<file path="src/rtl/cma_pkg.sv">
package cma_pkg;

	localparam int          ADDR_W      = 8;
	localparam int          NUM_SETS    = 2;

	// register byte offsets, one aligned word each
	localparam logic [7:0]  OFF_IF1_LO  = 8'h30;
	localparam logic [7:0]  OFF_IF1_UP  = 8'h34;
	localparam logic [7:0]  OFF_IF1_CTL = 8'h38;
	localparam logic [7:0]  OFF_IF2_LO  = 8'h90;
	localparam logic [7:0]  OFF_IF2_UP  = 8'h94;
	localparam logic [7:0]  OFF_IF2_CTL = 8'h98;

	// arbitration upper register fields
	localparam int          UP_VALID    = 15;
	localparam int          UP_XTD      = 14;
	localparam int          UP_DIR      = 13;
	localparam int          UP_ID_MSB   = 12;
	// message control register fields
	localparam int          CTL_REMOTE_ANSWER_ENABLE   = 9;
	localparam int          CTL_TXRQ    = 8;
	// standard identifier occupies id[28:18]
	localparam int          STD_ID_LSB  = 18;

	localparam logic [15:0] RST_LO      = 16'h0000;
	localparam logic [15:0] RST_UP      = 16'h0000;
	localparam logic [1:0]  RST_CTL     = 2'h0;

	localparam logic [1:0]  RESP_OKAY   = 2'h0;
	localparam logic [1:0]  RESP_SLVERR = 2'h2;

	// register kinds inside one interface set
	localparam logic [1:0]  KIND_LO     = 2'h0;
	localparam logic [1:0]  KIND_UP     = 2'h1;
	localparam logic [1:0]  KIND_CTL    = 2'h2;

	typedef struct packed {
		logic        valid;
		logic        extended;
		logic        direction;
		logic [28:0] id;
		logic        remote_en;
		logic        tx_req;
	} cma_obj_s;

	typedef struct packed {
		logic        remote;
		logic        extended;
		logic [28:0] id;
	} cma_frame_s;

endpackage

</file>
<file path="src/rtl/cma_arbitration.sv">
// The AXI4-Lite register port was left to the implementer.
`timescale 1ns/1ps
// Overview of operation
// object-valid low: handler ignores the object
// object-valid high: object takes part in traffic
// software invalidates unused objects before releasing init
// software invalidates object before changing its setup
// extended-select picks 11-bit or 29-bit identifier
// receive object sends remote frame on request
// matching data frame stored into receive object
// transmit object sends data frame on request
// matching remote frame sets request if answer enabled
// upper register field layout, bits 31:16 reserved
// standard objects compare identifier bits 28..18 only
// two register copies at 0x34 and 0x94
// identifier bits 15..0 in lower register
// software programs masks before setting object-valid
// reserved bits read zero, writes ignored
module cma_arbitration (
	// clock and reset
	input  wire logic                clk_sys,
	input  wire logic                rst,
	// axi4-lite write address
	input  wire logic                s_axi_awvalid,
	output logic                     s_axi_awready,
	input  wire logic [7:0]          s_axi_awaddr,
	// axi4-lite write data
	input  wire logic                s_axi_wvalid,
	output logic                     s_axi_wready,
	input  wire logic [31:0]         s_axi_wdata,
	input  wire logic [3:0]          s_axi_wstrb,
	// axi4-lite write response
	output logic                     s_axi_bvalid,
	input  wire logic                s_axi_bready,
	output logic [1:0]               s_axi_bresp,
	// axi4-lite read address
	input  wire logic                s_axi_arvalid,
	output logic                     s_axi_arready,
	input  wire logic [7:0]          s_axi_araddr,
	// axi4-lite read data
	output logic                     s_axi_rvalid,
	input  wire logic                s_axi_rready,
	output logic [31:0]              s_axi_rdata,
	output logic [1:0]               s_axi_rresp,
	// received frames from the protocol engine
	input  wire logic                rx_valid,
	input  wire cma_pkg::cma_frame_s rx_frame,
	output logic [1:0]               rx_stored,
	// frames to the protocol engine
	output logic                     tx_valid,
	output cma_pkg::cma_frame_s      tx_frame,
	input  wire logic                tx_ready
);

	// {hit, set, kind}
	function automatic logic [3:0] decode(input logic [7:0] a);
		unique case ({a[7:2], 2'h0})
			cma_pkg::OFF_IF1_LO:  decode = {2'h2, cma_pkg::KIND_LO};
			cma_pkg::OFF_IF1_UP:  decode = {2'h2, cma_pkg::KIND_UP};
			cma_pkg::OFF_IF1_CTL: decode = {2'h2, cma_pkg::KIND_CTL};
			cma_pkg::OFF_IF2_LO:  decode = {2'h3, cma_pkg::KIND_LO};
			cma_pkg::OFF_IF2_UP:  decode = {2'h3, cma_pkg::KIND_UP};
			cma_pkg::OFF_IF2_CTL: decode = {2'h3, cma_pkg::KIND_CTL};
			default:              decode = 4'h0;
		endcase
	endfunction

	// lanes 2 and 3 only ever carry reserved bits
	function automatic logic [15:0] merge(input logic [15:0] old,
		input logic [15:0] data, input logic [1:0] strb);
		merge = old;
		if (strb[0]) begin
			merge[7:0] = data[7:0];
		end
		if (strb[1]) begin
			merge[15:8] = data[15:8];
		end
	endfunction

	// register file, one entry per interface set
	logic [15:0]        lo_q   [2];
	logic [15:0]        lo_d   [2];
	logic [15:0]        up_q   [2];
	logic [15:0]        up_d   [2];
	logic [1:0]         ctl_q  [2];
	logic [1:0]         ctl_d  [2];
	logic [1:0]         rx_stored_q, rx_stored_d;

	// bus handshake state
	logic               aw_held_q, aw_held_d;
	logic [7:0]         aw_addr_q, aw_addr_d;
	logic               w_held_q, w_held_d;
	logic [31:0]        w_data_q, w_data_d;
	logic [3:0]         w_strb_q, w_strb_d;
	logic               bvalid_q, bvalid_d;
	logic [1:0]         bresp_q, bresp_d;
	logic               rvalid_q, rvalid_d;
	logic [31:0]        rdata_q, rdata_d;
	logic [1:0]         rresp_q, rresp_d;

	cma_pkg::cma_obj_s  obj    [2];
	logic [1:0]         store;
	logic [1:0]         answer;
	logic [1:0]         tx_done;
	logic               wr_go;
	logic [3:0]         wr_dec;
	logic [3:0]         rd_dec;

	for (genvar g = 0; g < cma_pkg::NUM_SETS; g++) begin : g_set
		assign obj[g].valid     = up_q[g][cma_pkg::UP_VALID];
		assign obj[g].extended  = up_q[g][cma_pkg::UP_XTD];
		assign obj[g].direction = up_q[g][cma_pkg::UP_DIR];
		assign obj[g].id        = {up_q[g][cma_pkg::UP_ID_MSB:0],
			lo_q[g]};
		assign obj[g].remote_en = ctl_q[g][1];
		assign obj[g].tx_req    = ctl_q[g][0];

		// both sets see every frame and decide on their own
		cma_obj_filter u_filter (
			.obj      (obj[g]),
			.rx_valid (rx_valid),
			.rx_frame (rx_frame),
			.store    (store[g]),
			.answer   (answer[g])
		);
	end

	// set 0 wins when both sets ask in the same cycle
	cma_tx_sel u_tx_sel (
		.clk_sys  (clk_sys),
		.rst      (rst),
		.obj0     (obj[0]),
		.obj1     (obj[1]),
		.tx_valid (tx_valid),
		.tx_frame (tx_frame),
		.tx_ready (tx_ready),
		.tx_done  (tx_done)
	);

	// no new write while a response still waits, so bresp never
	// changes under a stalled master
	assign wr_go  = aw_held_q && w_held_q && !bvalid_q;
	assign wr_dec = decode(aw_addr_q);
	assign rd_dec = decode(s_axi_araddr);

	// bus channels: address and data may arrive in either order
	always_comb begin
		aw_held_d = aw_held_q;
		aw_addr_d = aw_addr_q;
		w_held_d  = w_held_q;
		w_data_d  = w_data_q;
		w_strb_d  = w_strb_q;
		bvalid_d  = bvalid_q;
		bresp_d   = bresp_q;
		rvalid_d  = rvalid_q;
		rdata_d   = rdata_q;
		rresp_d   = rresp_q;
		if (s_axi_awvalid && s_axi_awready) begin
			aw_held_d = 1'b1;
			aw_addr_d = s_axi_awaddr;
		end
		if (s_axi_wvalid && s_axi_wready) begin
			w_held_d = 1'b1;
			w_data_d = s_axi_wdata;
			w_strb_d = s_axi_wstrb;
		end
		if (wr_go) begin
			aw_held_d = 1'b0;
			w_held_d  = 1'b0;
			bvalid_d  = 1'b1;
			bresp_d   = wr_dec[3] ? cma_pkg::RESP_OKAY :
				cma_pkg::RESP_SLVERR;
		end else if (bvalid_q && s_axi_bready) begin
			bvalid_d = 1'b0;
		end
		if (s_axi_arvalid && s_axi_arready) begin
			rvalid_d = 1'b1;
			rdata_d  = 32'h0000_0000;
			rresp_d  = rd_dec[3] ? cma_pkg::RESP_OKAY :
				cma_pkg::RESP_SLVERR;
			unique case (rd_dec[1:0])
				cma_pkg::KIND_LO:
					rdata_d[15:0] = lo_q[rd_dec[2]];
				cma_pkg::KIND_UP:
					rdata_d[15:0] = up_q[rd_dec[2]];
				// only the two implemented control bits show
				cma_pkg::KIND_CTL: begin
					rdata_d[cma_pkg::CTL_REMOTE_ANSWER_ENABLE] = ctl_q[rd_dec[2]][1];
					rdata_d[cma_pkg::CTL_TXRQ]  = ctl_q[rd_dec[2]][0];
				end
				default: rdata_d = 32'h0000_0000;
			endcase
			// unmapped reads give zero beside the error response
			if (!rd_dec[3]) begin
				rdata_d = 32'h0000_0000;
			end
		end else if (rvalid_q && s_axi_rready) begin
			rvalid_d = 1'b0;
		end
	end

	always_ff @(posedge clk_sys or posedge rst) begin
		if (rst) begin
			aw_held_q <= 1'b0;
			aw_addr_q <= 8'h00;
			w_held_q  <= 1'b0;
			w_data_q  <= 32'h0000_0000;
			w_strb_q  <= 4'h0;
			bvalid_q  <= 1'b0;
			bresp_q   <= cma_pkg::RESP_OKAY;
			rvalid_q  <= 1'b0;
			rdata_q   <= 32'h0000_0000;
			rresp_q   <= cma_pkg::RESP_OKAY;
		end else begin
			aw_held_q <= aw_held_d;
			aw_addr_q <= aw_addr_d;
			w_held_q  <= w_held_d;
			w_data_q  <= w_data_d;
			w_strb_q  <= w_strb_d;
			bvalid_q  <= bvalid_d;
			bresp_q   <= bresp_d;
			rvalid_q  <= rvalid_d;
			rdata_q   <= rdata_d;
			rresp_q   <= rresp_d;
		end
	end

	// register file: completion clear, then software write, then remote answer and store on top
	always_comb begin
		for (int i = 0; i < 2; i++) begin
			lo_d[i]  = lo_q[i];
			up_d[i]  = up_q[i];
			ctl_d[i] = ctl_q[i];
			// completion clears first, so a software set in the
			// same cycle still wins and the request is not lost
			if (tx_done[i]) begin
				ctl_d[i][0] = 1'b0;
			end
		end
		// one registered pulse per set for each stored frame
		rx_stored_d = store;
		if (wr_go && wr_dec[3]) begin
			unique case (wr_dec[1:0])
				cma_pkg::KIND_LO:
					lo_d[wr_dec[2]] = merge(lo_q[wr_dec[2]],
						w_data_q[15:0], w_strb_q[1:0]);
				// upper half is dropped, bits 31:16 hold nothing
				cma_pkg::KIND_UP:
					up_d[wr_dec[2]] = merge(up_q[wr_dec[2]],
						w_data_q[15:0], w_strb_q[1:0]);
				cma_pkg::KIND_CTL: begin
					// both control bits sit in lane 1
					if (w_strb_q[1]) begin
						ctl_d[wr_dec[2]] = {w_data_q[cma_pkg::CTL_REMOTE_ANSWER_ENABLE],
							w_data_q[cma_pkg::CTL_TXRQ]};
					end
				end
				default: lo_d[0] = lo_q[0];
			endcase
		end
		for (int i = 0; i < 2; i++) begin
			// a remote answer beats a same-cycle software clear
			if (answer[i]) begin
				ctl_d[i][0] = 1'b1;
			end
			// the stored identifier keeps the received bits
			if (store[i]) begin
				lo_d[i] = rx_frame.id[15:0];
				up_d[i][cma_pkg::UP_ID_MSB:0] =
					rx_frame.id[28:16];
			end
		end
	end

	always_ff @(posedge clk_sys or posedge rst) begin
		if (rst) begin
			for (int i = 0; i < 2; i++) begin
				lo_q[i]  <= cma_pkg::RST_LO;
				up_q[i]  <= cma_pkg::RST_UP;
				ctl_q[i] <= cma_pkg::RST_CTL;
			end
			rx_stored_q <= 2'h0;
		end else begin
			for (int i = 0; i < 2; i++) begin
				lo_q[i]  <= lo_d[i];
				up_q[i]  <= up_d[i];
				ctl_q[i] <= ctl_d[i];
			end
			rx_stored_q <= rx_stored_d;
		end
	end

	assign s_axi_awready = !aw_held_q;
	assign s_axi_wready  = !w_held_q;
	assign s_axi_bvalid  = bvalid_q;
	assign s_axi_bresp   = bresp_q;
	// one read in flight: next address waits until rdata is taken
	assign s_axi_arready = !rvalid_q;
	assign s_axi_rvalid  = rvalid_q;
	assign s_axi_rdata   = rdata_q;
	assign s_axi_rresp   = rresp_q;
	assign rx_stored     = rx_stored_q;

endmodule

</file>
<file path="src/rtl/cma_obj_filter.sv">
`timescale 1ns/1ps
module cma_obj_filter (
	// object configuration
	input  wire cma_pkg::cma_obj_s   obj,
	// received frame from the protocol engine
	input  wire logic                rx_valid,
	input  wire cma_pkg::cma_frame_s rx_frame,
	// decisions
	output logic                     store,
	output logic                     answer
);

	function automatic logic id_match(input cma_pkg::cma_obj_s o,
		input cma_pkg::cma_frame_s f);
		if (o.extended) begin
			id_match = f.extended && (f.id == o.id);
		end else begin
			id_match = !f.extended &&
				(f.id[28:cma_pkg::STD_ID_LSB] ==
				o.id[28:cma_pkg::STD_ID_LSB]);
		end
	endfunction

	logic hit;

	// invalid objects never hit, so they see no traffic at all
	assign hit    = rx_valid && obj.valid && id_match(obj, rx_frame);
	assign store  = hit && !obj.direction && !rx_frame.remote;
	assign answer = hit && obj.direction && rx_frame.remote &&
		obj.remote_en;

endmodule

</file>
<file path="src/rtl/cma_tx_sel.sv">
`timescale 1ns/1ps
module cma_tx_sel (
	// clock and reset
	input  wire logic                clk_sys,
	input  wire logic                rst,
	// objects of both interface sets
	input  wire cma_pkg::cma_obj_s   obj0,
	input  wire cma_pkg::cma_obj_s   obj1,
	// frame towards the protocol engine
	output logic                     tx_valid,
	output cma_pkg::cma_frame_s      tx_frame,
	input  wire logic                tx_ready,
	// one-cycle pulse per set when its frame is taken
	output logic [1:0]               tx_done
);

	typedef enum logic {
		TX_IDLE = 1'b0,
		TX_BUSY = 1'b1
	} cma_tx_e;

	cma_tx_e             state_q, state_d;
	logic                sel_q, sel_d;
	cma_pkg::cma_frame_s frame_q, frame_d;
	logic                want0, want1;
	cma_pkg::cma_obj_s   pick;

	assign want0 = obj0.valid && obj0.tx_req;
	assign want1 = obj1.valid && obj1.tx_req;
	assign pick  = want0 ? obj0 : obj1;

	always_comb begin
		state_d = state_q;
		sel_d   = sel_q;
		frame_d = frame_q;
		tx_done = 2'h0;
		unique case (state_q)
			TX_IDLE: begin
				if (want0 || want1) begin
					state_d         = TX_BUSY;
					sel_d           = !want0;
					// receive objects ask for their own data remotely
					frame_d.remote   = !pick.direction;
					frame_d.extended = pick.extended;
					frame_d.id       = pick.extended ? pick.id :
						{pick.id[28:cma_pkg::STD_ID_LSB],
						18'h00000};
				end
			end
			TX_BUSY: begin
				if (tx_ready) begin
					state_d        = TX_IDLE;
					tx_done[sel_q] = 1'b1;
				end
			end
		endcase
	end

	always_ff @(posedge clk_sys or posedge rst) begin
		if (rst) begin
			state_q <= TX_IDLE;
			sel_q   <= 1'b0;
			frame_q <= '0;
		end else begin
			state_q <= state_d;
			sel_q   <= sel_d;
			frame_q <= frame_d;
		end
	end

	assign tx_valid = (state_q == TX_BUSY);
	assign tx_frame = frame_q;

endmodule

</file>
<file path="config.mk">
export PLATFORM = sky130hd
export DESIGN_NAME = cma_arbitration
export DESIGN_NICKNAME = d
export VERILOG_FILES = /design/src/rtl/cma_pkg.sv /design/src/rtl/cma_arbitration.sv /design/src/rtl/cma_obj_filter.sv /design/src/rtl/cma_tx_sel.sv
export SDC_FILE = /design/constraint.sdc
export NUM_CORES = 1
export LEC_CHECK = 0
export BUFFER_PORTS_ARGS = -buffer_cell sky130_fd_sc_hd__buf_2
export CORE_ASPECT_RATIO = 0.5
export CORE_MARGIN = 2
export CORE_UTILIZATION = 51
export CTS_CLUSTER_DIAMETER = 200
export CTS_CLUSTER_SIZE = 30
export DETAILED_ROUTE_END_ITERATION = 8
export PLACE_DENSITY = 0.86
export SKIP_CTS_REPAIR_TIMING = 1
export SLEW_MARGIN = 20
export SYNTH_ARGS = -nofsm -noshare
export SYNTH_HDL_FRONTEND = slang
export SYNTH_SLANG_ARGS = --single-unit
</file>
<file path="constraint.sdc">
create_clock -name clk_sys -period 5 [get_ports clk_sys]
set_clock_uncertainty 0.15 [all_clocks]
set_input_delay 0.75 -clock clk_sys [delete_from_list [all_inputs] [get_ports clk_sys]]
set_output_delay 0.75 -clock clk_sys [all_outputs]
set_load 0.1 [all_outputs]
</file>
After elaboration in Yosys (flattened, before gate mapping). Index checks and enable logic that the tools add are counted.

Register bits: 169.

$lt $le $gt $ge: 5. Equality and inequality tests: 20. Multiplexer cells: 77. Bitwise gates (word level): 3. Reductions and logical operators: 60.

Operators by type and width (number): two-way mux 16 bit (18); two-way mux 8 bit (12); bitwise mux 32 bit (2); == test 29 bit (2); two-way mux 29 bit (2); one-hot mux 4 bit (6 select lines) (2); == test 6 x 4 -> 1 bit (second input constant) (6); == test 6 bit (second input constant) (6); two-way mux 33 bit (1); two-way mux 32 bit (1); logical AND 1 bit (30); two-way mux 13 bit (2); == test 11 bit (2); nonzero test 2 bit (10); two-way mux 18 bit (1); two-way mux 1 bit (17); demux 16 bit (select 1 bit) (1); two-way mux 2 bit (8); one-hot mux 8 bit (2 select lines) (1); one-hot mux 6 bit (2 select lines) (1); AND reduction 2 bit (6); logical NOT 1 bit (10); two-way mux 3 bit (3); one-hot mux 2 bit (3 select lines) (1); other kinds (15) (20).

Logic depth before layout (Yosys ltp). Gate-level depths: netlist of the first run.

Word-level depth: 13. Mapped depth: 9.

Cells and area by module. From an unflattened synthesis of the first run, not the netlist that was laid out.

Cells, all modules: 769. Area total of the unflattened synthesis: 8406.8 µm².

Modules (own cells, without submodules): cma_arbitration (times used 1, cells an instance 522, area an instance 5859.4 µm²); cma_tx_sel (times used 1, cells an instance 157, area an instance 1836.8 µm²); cma_obj_filter (times used 2, cells an instance 45, area an instance 355.3 µm²).

Least setup slack after synthesis of the first run. OpenSTA, ideal clock, no wires.

Kind: register -> register. From: reg bvalid_q (netlist: s_axi_bvalid). To: reg lo_q[22] (netlist bit). Arrival time: 2.573 ns. Path slack: 2.152 ns. Stages on the path, launching flop included: 9. Period minus slack after synthesis: 2.848 ns. Path through: dfrtp_1 and3b_1 buf_4 nand2b_1 or4_1 buf_4 buf_6 mux2_1 mux2_4.

Cells in the longest elaborated chain, start to end: 5.

RTL lines: from (decl) (RTL line cma_arbitration.sv:95) `logic bvalid_q, bvalid_d;`; from (signal assigned) (RTL line cma_arbitration.sv:220) `bvalid_q <= bvalid_d;`; logical NOT 1 bit (RTL line cma_arbitration.sv:142) `assign wr_go = aw_held_q && w_held_q && !bvalid_q;`; logical AND 1 bit (RTL line cma_arbitration.sv:142); logical AND 1 bit (RTL line cma_arbitration.sv:242) `if (wr_go && wr_dec[3]) begin`; nonzero test 2 bit (no line); AND reduction 2 bit (no line); to (signal, indexed assignment) (RTL line cma_arbitration.sv:278) `lo_q[i] <= cma_pkg::RST_LO;`; to (signal, indexed assignment) (RTL line cma_arbitration.sv:285) `lo_q[i] <= lo_d[i];`; to (decl) (RTL line cma_arbitration.sv:81) `logic [15:0] lo_q [2];`.

Every way passes these cells. A chain may end at the register's enable or synchronous reset.

Final worst setup path of the first run.
From: reg up_q, in the netlist obj[29]. To: reg lo_q[11] (netlist bit).

Cells in the longest elaborated chain, start to end: 8. Elaborated cells on any way between the ends: 12. Those cells by class: eq/ne: 2; mux: 2; reduce/logical: 8.

RTL lines: from (decl) (RTL line cma_arbitration.sv:83) `logic [15:0] up_q [2];`; from (signal, indexed assignment) (RTL line cma_arbitration.sv:279) `up_q[i] <= cma_pkg::RST_UP;`; from (signal, indexed assignment) (RTL line cma_arbitration.sv:286) `up_q[i] <= up_d[i];`; == test 29 bit / == test 11 bit (equally long branches) (RTL line cma_obj_filter.sv:16, cma_obj_filter.sv:19); logical AND 1 bit (on tied branches) (RTL line cma_obj_filter.sv:16, cma_obj_filter.sv:18); two-way mux 1 bit * (RTL line cma_obj_filter.sv:15) `if (o.extended) begin`; logical AND 1 bit * (RTL line cma_obj_filter.sv:27) `assign hit = rx_valid && obj.valid && id_match(obj, rx_frame);`; logical AND 1 bit * (2 in series) (RTL line cma_obj_filter.sv:28) `assign store = hit && !obj.direction && !rx_frame.remote;`; nonzero test 2 bit (no line); AND reduction 2 bit (no line).

Every way passes the cells marked *; elsewhere a longest branch is shown, timed or not.

==> results of run 1 <==
==> stage by stage <==
stage	cell area, um2	setup slack [ns]	hold WS (ns)	power (mW)	cells
4_1_cts	10200	1.95	0.328	5.79	1214
2_1_floorplan	8960	0.0920	0.322	3.80	879
3_3_place_gp	9650	1.56	0.307	4.39	1183
6_report	10300	1.86	0.321	5.88	1215
5_1_grt	10300	1.75	0.357	6.12	1215
3_5_place_dp	9660	1.56	0.315	4.49	1183
==> critical path, cell delays in order (launching register included) <==
cell	delay [ns]
sky130_fd_sc_hd__dfrtp_1	0.46
sky130_fd_sc_hd__xor2_1	0.18
sky130_fd_sc_hd__or2_0	0.22
sky130_fd_sc_hd__or4_1	0.50
sky130_fd_sc_hd__and4bb_2	0.61
sky130_fd_sc_hd__and3_1	0.63
sky130_fd_sc_hd__o21ai_0	0.22
==> per-layer routing <==
layer,share of wire (%),vias to the layer above,global-route usage [%]
met5,0,-,0
met4,2.3,0,9.48
met3,13,69,9.57
met2,42,530,44.0
met1,43,3757,44.3
li1,-,3338,-
==> Yosys cell counts, drive strengths merged (4+ instances only) <==
cell	instances	area, um2
mux2i	70	701
clkbuf	33	124
inv	13	48.8
and3	30	188
xnor2	31	272
xor2	32	280
a21oi	21	105
a22o	14	123
dfrtp	149	3730
a22oi	4	30.0
nor2b	16	100
nand4	35	219
nand3	18	90.1
o31ai	4	30.0
o21ai	67	343
a221oi	13	114
nor2	41	154
mux2	86	1040
nand2	61	229
nand2b	8	50.1
nor4	13	124
a211oi	26	195
buf	39	263
==> area by class of cell <==
type	instances	area, um2	area share, %
multi-input combinational	645	4840	47.2
sequential	149	3730	36.4
timing repair buffer	142	751	7.32
clock buffer	18	429	4.19
tap	234	293	2.86
clock inverter	13	150	1.46
inverter	13	53.8	0.525
antenna	1	2.50	0.0244
==> sequential cells by signal (all words and copies together) (netlist names) <==
signal and cells:
obj 32, w_strb_q 2, s_axi_rdata 16, aw_held_q 1, w_data_q 16, aw_addr_q 6
u_tx_sel.tx_frame 31, rx_stored 2, w_held_q 1, s_axi_bvalid 1, u_tx_sel.tx_valid 1, u_tx_sel.sel_q 1
lo_q 32, s_axi_rvalid 1, ctl_q 4, s_axi_rresp 1, s_axi_bresp 1
==> cell families after synthesis <==
family          Yosys count  share of synthesized area (%)
mux                     157                           19.9
xor+xnor                 63                           6.20
other cells               1                         0.0422
compound gates          163                           11.8
buf+inv                  85                           4.90
flops                   149                           41.9
simple gates            244                           15.2
==> power breakdown <==
group	internal, mW	switching (mW)	leakage, nW
clock	0.739	0.557	0.277
sequential	1.56	0.541	1.86
combinational	0.821	1.65	2.67
total	3.12	2.75	4.81
==> worst max-delay path by stage <==
stage | start | endpoint | cells past startpoint
2_1_floorplan | rst | aw_addr_q[2]$_DFFE_PP0P_ | 1
3_3_place_gp | rx_frame[27] | lo_q[10]$_DFFE_PP0P_ | 7
3_5_place_dp | rx_frame[27] | lo_q[13]$_DFFE_PP0P_ | 7
4_1_cts | rx_frame[27] | lo_q[11]$_DFFE_PP0P_ | 7
5_1_grt | aw_addr_q[3]$_DFFE_PP0P_ | lo_q[16]$_DFFE_PP0P_ | 6
6_report | obj[29]$_DFFE_PP0P_ | lo_q[11]$_DFFE_PP0P_ | 6
==> results.rst, run 1 <==
.. list-table::
   :header-rows: 1

   * - Metric
     - Value
   * - Number of DRC markers after the initial detailed-route iteration
     - between 800 and 900
   * - Drc violations
     - 0
   * - Pwr per Cell Area
     - between 500 and 600 mW/mm2
   * - Number of synthesized register bits
     - 149
   * - Combined global-route utilization of all metal layers
     - roughly 31%
   * - Number of buffers inserted during clock tree synthesis
     - 17
   * - Sum of negative setup slack
     - 0 ns
   * - Avg Vias per Cell
     - around 6.3
   * - Leakage power summed over all cells
     - approximately 4.8 nW
   * - Core area
     - about 0.017 mm2
   * - Total die area
     - roughly 0.019 mm2
   * - Launching element type of the critical path
     - flop
   * - Post-Route Utilization
     - about three fifths
   * - Commonest non-fill, non-tap cell in the layout
     - sky130_fd_sc_hd__dfrtp_1
   * - Synthesis-to-finish area growth
     - 15.3%
   * - Unrepaired setup endpoints after global routing
     - no
   * - CTS tree
     - done
   * - Destination of the worst register-to-register timing path
     - lo_q[11]$_DFFE_PP0P_
   * - Reg2reg path depth
     - 6
   * - Routed length per placed instance
     - between 20 and 25 um
   * - Reg2reg setup slack
     - 1.86 ns
   * - Post-synthesis sequential area ratio
     - 41.9%
   * - Mapped cell area
     - roughly 0.0089 mm2
   * - Library cells used by synthesis
     - 56
   * - Initial cell density of the core
     - 51.6%
   * - First-pass detailed-route iteration total
     - 7
   * - Tightest Pin Transition
     - between 1 and 1.5 ns
   * - Peak fanout along the critical path
     - 15
   * - Cell at the root of the clock tree
     - sky130_fd_sc_hd__clkbuf_16
   * - Outcome
     - completed
   * - Avg Synthesized Cell Area
     - ~10 um2
   * - Worst hold path type
     - input pin to asynchronous set/reset pin
   * - Total length of routed wires
     - ~28000 um
   * - Routed vias
     - between 7k and 8k
   * - Number of antenna violations at the first check in global routing
     - 1
   * - Number of enable-type register cells in the synthesized netlist
     - 0
   * - Number of top-level pins
     - ~170
   * - Fraction of final layout cells sized beyond drive strength 1
     - between 20% and 30%
   * - Max-cap viol count
     - 0
   * - Clk sinks
     - ~150
   * - Level count of the clock H-tree
     - 4
   * - Portion of the clock cycle consumed by the worst path in the final layout
     - about 63%
   * - Number of fill cells
     - 1403
   * - Detail Placement HPWL
     - 19700 um
   * - Gp weighted congestion
     - 1.02
   * - Fin crit period
     - ~3.1 ns
   * - Largest net degree at the start of global routing
     - 95
   * - Worst EP required
     - 5.13 ns
   * - Via count of the first global-routing pass
     - about 7.5k
   * - Gate count of the mapped netlist
     - between 800 and 900
   * - Die outline height
     - around 97 um
   * - Async SR Flop Fraction
     - between 90% and 100%
   * - Number of synthesis warnings
     - 0
   * - Commonest non-fill, non-tap cells in the layout
     - sky130_fd_sc_hd__dfrtp_1 (149), sky130_fd_sc_hd__buf_2 (126), sky130_fd_sc_hd__mux2i_1 (70), sky130_fd_sc_hd__nand2_1 (61), sky130_fd_sc_hd__mux2_2 (61)
   * - Launching point of the worst reg2reg path
     - obj[29]$_DFFE_PP0P_
   * - Count of port buffers added during placement
     - between 100 and 150
   * - Post-detailed-route count of antenna-violating nets
     - 0
   * - # nets final
     - approximately 1.1k
   * - Number of placement rows
     - 34
   * - Crit Path Category
     - flop to flop
   * - Total count of max-transition violations in the final report
     - 0
   * - Most used DFF post-synth
     - sky130_fd_sc_hd__dfrtp_1
   * - Number of buffers between clock root and the deepest sink
     - 2
   * - Arrival time of the worst setup path
     - between 3 and 4 ns
   * - Setup Viol. Count Final
     - 0
   * - Leftover overflow at the end of global routing
     - 0
   * - FMAX
     - around 0.32 GHz
   * - Clock latency on the worst-skew pair
     - about 0.44 ns
   * - Peak VDD IR
     - approximately 0.25 mV
   * - First-pass GRT wire length
     - between 40000 and 50000 um
   * - Slew headroom
     - 24.1%
   * - Die width
     - around 190 um
   * - Fin. Hold Viols
     - 0
   * - Sort of element at the end of the critical path
     - flop
   * - CTS clock-pin slew for the worst setup and hold paths
     - ~0.070 ns
Note: power is estimated with default switching activity, not from simulation.
==> run 2, diff against run 1 <==
--- a/config.mk
+++ b/config.mk
@@ -5,14 +5,15 @@
 export SDC_FILE = /design/constraint.sdc
 export NUM_CORES = 1
 export LEC_CHECK = 0
+export ABC_AREA = 1
 export BUFFER_PORTS_ARGS = -buffer_cell sky130_fd_sc_hd__buf_2
 export CORE_ASPECT_RATIO = 0.5
 export CORE_MARGIN = 2
-export CORE_UTILIZATION = 51
+export CORE_UTILIZATION = 52
 export CTS_CLUSTER_DIAMETER = 200
 export CTS_CLUSTER_SIZE = 30
 export DETAILED_ROUTE_END_ITERATION = 8
-export PLACE_DENSITY = 0.86
+export PLACE_DENSITY = 0.87
 export SKIP_CTS_REPAIR_TIMING = 1
 export SLEW_MARGIN = 20
 export SYNTH_ARGS = -nofsm -noshare
==> constraint.sdc (replaced) <==
create_clock -name clk_sys -period 2.58 [get_ports clk_sys]
set_clock_uncertainty 0.15 [all_clocks]
set_input_delay 0.387 -clock clk_sys [delete_from_list [all_inputs] [get_ports clk_sys]]
set_output_delay 0.387 -clock clk_sys [all_outputs]
set_load 0.1 [all_outputs]
==> results.rst, run 2 <==
.. list-table::
   :header-rows: 1

   * - Metric
     - Value
   * - Routed vias
     - 10.2k (+33%)
   * - Worst hold path type
     - input pin to flop
   * - Gate count of the mapped netlist
     - 1423 (+65%)
   * - Routed length per placed instance
     - 20.0 um (-14%)
   * - # nets final
     - 1626 (+53%)
   * - Level count of the clock H-tree
     - 4 (unchanged)
   * - Pwr per Cell Area
     - 1070 mW/mm2 (+87%)
   * - Portion of the clock cycle consumed by the worst path in the final layout
     - 90.9% (+28 points)
   * - Most area-consuming cells after synthesis
     - sky130_fd_sc_hd__dfrtp_1 (39%), sky130_fd_sc_hd__nand2_1 (23%), sky130_fd_sc_hd__o21ai_0 (6.2%), sky130_fd_sc_hd__nand3_1 (5.4%), sky130_fd_sc_hd__inv_1 (4.6%)
   * - First-pass GRT wire length
     - 54400 um (+26%)
   * - Net switching fraction of the power
     - 49.2% (+2.4 points)
   * - Met2 wire length
     - 13300 um (+12%)
   * - Fin. Hold Viols
     - 2 (+2)
   * - Leftover overflow at the end of global routing
     - 0 (unchanged)
   * - Synthesis-to-finish area growth
     - 16.1%
   * - Leakage power summed over all cells
     - 6.10 nW (+27%)
   * - CP startpoint
     - aw_addr_q[5]$_DFFE_PP0P_
   * - Total count of max-transition violations in the final report
     - 0 (unchanged)
   * - Die outline height
     - 99.3 um (+2.0%)
   * - Crit path buffers/inverters
     - 1 (+1)
   * - Number of fill cells
     - 1643 (+17%)
   * - Arrival time of the worst setup path
     - 2.48 ns (-0.78 ns)
   * - Count of cell instances traversed by the critical path
     - 7 (+1)
   * - Setup Viol. Count Final
     - 0 (unchanged)
   * - First-pass detailed-route iteration total
     - 5 (-2)
   * - Post-Route Utilization
     - 62.5% (+3.0 points)
   * - Number of enable-type register cells in the synthesized netlist
     - 0 (unchanged)
   * - Flop pwr share
     - 35.8% (about the same)
   * - Launching point of the worst reg2reg path
     - aw_addr_q[5]$_DFFE_PP0P_
   * - Detail Placement HPWL
     - 25800 um (+31%)
   * - Sum of negative setup slack
     - 0 ns (unchanged)
   * - CTS clock-pin slew for the worst setup and hold paths
     - 0.06 ns (about the same)
   * - Number of top-level pins
     - 167 (unchanged)
   * - CTS tree
     - done
   * - Drc violations
     - 0 (unchanged)
   * - Die width
     - 195 um (+2.0%)
   * - Cell at the root of the clock tree
     - sky130_fd_sc_hd__clkbuf_16
   * - Crit Path Category
     - flop to flop
   * - Post-synthesis sequential area ratio
     - 39.5% (-2.5 points)
   * - Logic pwr share
     - 41.5% (-0.6 points)
   * - Mapped cell area
     - 0.00945 mm2 (+6.2%)
   * - Switch Pwr
     - 5.80 mW (+110%)
   * - Reg2reg setup slack
     - 0.23 ns (-1.63 ns)
   * - Most common cell in the netlist
     - sky130_fd_sc_hd__nand2_1
   * - Uppermost routed layer
     - met5
   * - DR WL met3
     - 6130 um (+73%)
   * - Min Hold Slack
     - -0.00980 ns (-0.331 ns)
   * - Cell area after placement
     - 0.0103 mm2 (+7.0%)
   * - Fin crit period
     - 2.35 ns (-0.792 ns)
   * - Largest delay share family, worst path
     - simple AND/OR/NAND/NOR gates
   * - Outcome
     - finished with violations
   * - Total die area
     - 0.0193 mm2 (+4.1%)
   * - Max-cap viol count
     - 0 (unchanged)
   * - Avg Vias per Cell
     - 5.73 (-9.5%)
   * - Sort of element at the end of the critical path
     - flop
   * - Number of synthesized register bits
     - 149 (unchanged)
   * - Number of DRC markers after the initial detailed-route iteration
     - 1581 (+80%)
   * - Number of buffers between clock root and the deepest sink
     - 2 (unchanged)
   * - Fraction of final layout cells sized beyond drive strength 1
     - 16.8% (-11 points)
   * - Number of buffers inserted during clock tree synthesis
     - 17 (unchanged)
   * - Tightest Pin Transition
     - 0.780 ns (-0.353 ns)
   * - Avg Synthesized Cell Area
     - 6.64 um2 (-36%)
   * - Largest net degree at the start of global routing
     - 60 (-37%)
   * - Slowest cell on the critical path
     - sky130_fd_sc_hd__inv_2
   * - Post-detailed-route count of antenna-violating nets
     - 0 (unchanged)
   * - Gp weighted congestion
     - 1.02 (+0.26%)
   * - FMAX
     - 0.426 GHz (+34%)
   * - Commonest non-fill, non-tap cells in the layout
     - sky130_fd_sc_hd__nand2_1 (576), sky130_fd_sc_hd__dfrtp_1 (148), sky130_fd_sc_hd__buf_2 (126), sky130_fd_sc_hd__o21ai_0 (117), sky130_fd_sc_hd__inv_1 (113)
   * - Clock network power share
     - 22.7% (+0.6 points)
   * - Combined global-route utilization of all metal layers
     - 37.8% (+7.1 points)
   * - Clk sinks
     - 149 (unchanged)
   * - Number of antenna violations at the first check in global routing
     - 0 (-1)
   * - Reg2reg path depth
     - 7 (+1)
   * - Slew headroom
     - 47.9% (+24 points)
   * - Number of synthesis warnings
     - 0 (unchanged)
   * - Crit path capture
     - ctl_q[2]$_DFF_PP0_
   * - Unrepaired setup endpoints after global routing
     - no
   * - Total length of routed wires
     - 35600 um (+27%)
   * - Count of port buffers added during placement
     - 126 (unchanged)
   * - Delay of the slowest critical-path stage
     - 0.56 ns (-0.07 ns)
   * - Launching element type of the critical path
     - flop
   * - Number of standard cells in the final layout excluding fillers
     - 1781 (+47%)
   * - Core area
     - 0.0176 mm2 (+2.0%)
   * - Destination of the worst register-to-register timing path
     - ctl_q[2]$_DFF_PP0_
   * - Peak VDD IR
     - 1.19 mV (+380%)
   * - Post-synth top cells
     - sky130_fd_sc_hd__nand2_1 (576), sky130_fd_sc_hd__dfrtp_1 (149), sky130_fd_sc_hd__o21ai_0 (117)
   * - Library cell with the largest summed area after synthesis
     - sky130_fd_sc_hd__dfrtp_1
   * - Number of antenna cells inserted
     - 0 (-1)
   * - Top cell type's share of synthesized area
     - 39.5% (-2.5 points)
   * - Clock latency on the worst-skew pair
     - 0.44 ns (about the same)
   * - Commonest non-fill, non-tap cell in the layout
     - sky130_fd_sc_hd__nand2_1
   * - Cell breakdown of the critical path
     - nor2_1, nand3_1, nor2_2, inv_2, nand3_1, o21ai_0, o21ai_0
   * - Via count of the first global-routing pass
     - 9296 (+25%)
   * - Number of placement rows
     - 34 (unchanged)
   * - Most used DFF post-synth
     - sky130_fd_sc_hd__dfrtp_1
   * - Initial cell density of the core
     - 53.8% (+2.2 points)
   * - Final Cell Area
     - 0.0110 mm2 (+7.0%)
   * - Total instance count after detailed placement
     - 1748 (+48%)
   * - Async SR Flop Fraction
     - 100% (unchanged)
   * - Peak fanout along the critical path
     - 37 (+22)
   * - Internal power
     - 5.98 mW (+91%)
   * - Worst EP required
     - 2.71 ns (-2.42 ns)
   * - Met1 Routed Length
     - 15500 um (+29%)
   * - Violations in the final reports
     - hold timing
   * - Library cells used by synthesis
     - 29 (-48%)
-- run 2: changes by cell type after synthesis, moves of 41 or more --
| cell | delta |
|---|---|
| sky130_fd_sc_hd__mux2_2 | -41 |
| sky130_fd_sc_hd__o21ai_0 | +69 |
| sky130_fd_sc_hd__nand2_1 | +515 |
| sky130_fd_sc_hd__inv_1 | +102 |
| sky130_fd_sc_hd__nand3_1 | +84 |
| sky130_fd_sc_hd__mux2i_1 | -68 |
-- run 2: final cells by class --
cell class,instances,area (um2),share of cell area (%)
Sequential cell,149,3730,34.0
Clock buffer,19,443,4.04
Clock inverter,13,179,1.63
Inverter,146,556,5.06
Multi-Input combinational cell,1054,4760,43.4
Timing Repair Buffer,166,1010,9.19
Tap cell,234,293,2.67
-- run 2: power by group through the flow --
stage                     Clock, mW  Combinational, mW  Sequential [mW]
final                          2.67               4.89             4.21
after global placement            0               4.68             4.09
after floorplan                   0               2.57             4.75
after detailed placement          0               4.78             4.12
after CTS                      2.70               4.82             4.09
after global routing           2.81               5.31             4.22
-- run 2: metrics by stage --
| step | setup WS [ns] | total power [mW] |
|---|---|---|
| final | 0.234 | 11.8 |
| after global routing | 0.0332 | 12.3 |
| after CTS | 0.299 | 11.6 |
| after detailed placement | 0.198 | 8.90 |
| after global placement | 0.367 | 8.77 |
| after floorplan | 0.00660 | 7.33 |
-- run 2: kinds of logic after synthesis --
group / share of synthesized area [%]
mux: 2.60
xor+xnor: 0.742
flops: 39.5
simple gates: 36.8
buf+inv: 10.8
compound gates: 9.55
other cells: 0.0397
-- run 2: routing by layer --
layer,global-route usage (%),vias up
li1,-,4743
met1,56.2,4688
met2,48.9,718
met3,16.9,52
met4,8.93,2
met5,3.95,-
-- run 2: worst min-delay path by stage --
stage          depth (start not counted)                         startpoint  slack (ns)                           endpoint
6_report                               2                       s_axi_bready       -0.01           s_axi_bvalid$_DFFE_PP0P_
5_1_grt                                2                       s_axi_rready        0.01           s_axi_rvalid$_DFFE_PP0P_
4_1_cts                                2                                rst       -0.13                lo_q[9]$_DFFE_PP0P_
3_5_place_dp                           2         s_axi_rdata[0]$_DFFE_PP0P_        0.31         s_axi_rdata[0]$_DFFE_PP0P_
3_3_place_gp                           2  u_tx_sel.tx_frame[29]$_DFFE_PP0P_        0.31  u_tx_sel.tx_frame[29]$_DFFE_PP0P_
2_1_floorplan                          2               ctl_q[1]$_DFFE_PP0P_        0.32               ctl_q[1]$_DFFE_PP0P_
-- run 2: worst reg2reg max path, cell delays in order (launching register included) --
cell and delay [ns]:
sky130_fd_sc_hd__dfrtp_1 0.38, sky130_fd_sc_hd__nor2_1 0.06, sky130_fd_sc_hd__nand3_1 0.11, sky130_fd_sc_hd__nor2_2 0.06, sky130_fd_sc_hd__inv_2 0.57, sky130_fd_sc_hd__nand3_1 0.45, sky130_fd_sc_hd__o21ai_0 0.26, sky130_fd_sc_hd__o21ai_0 0.16
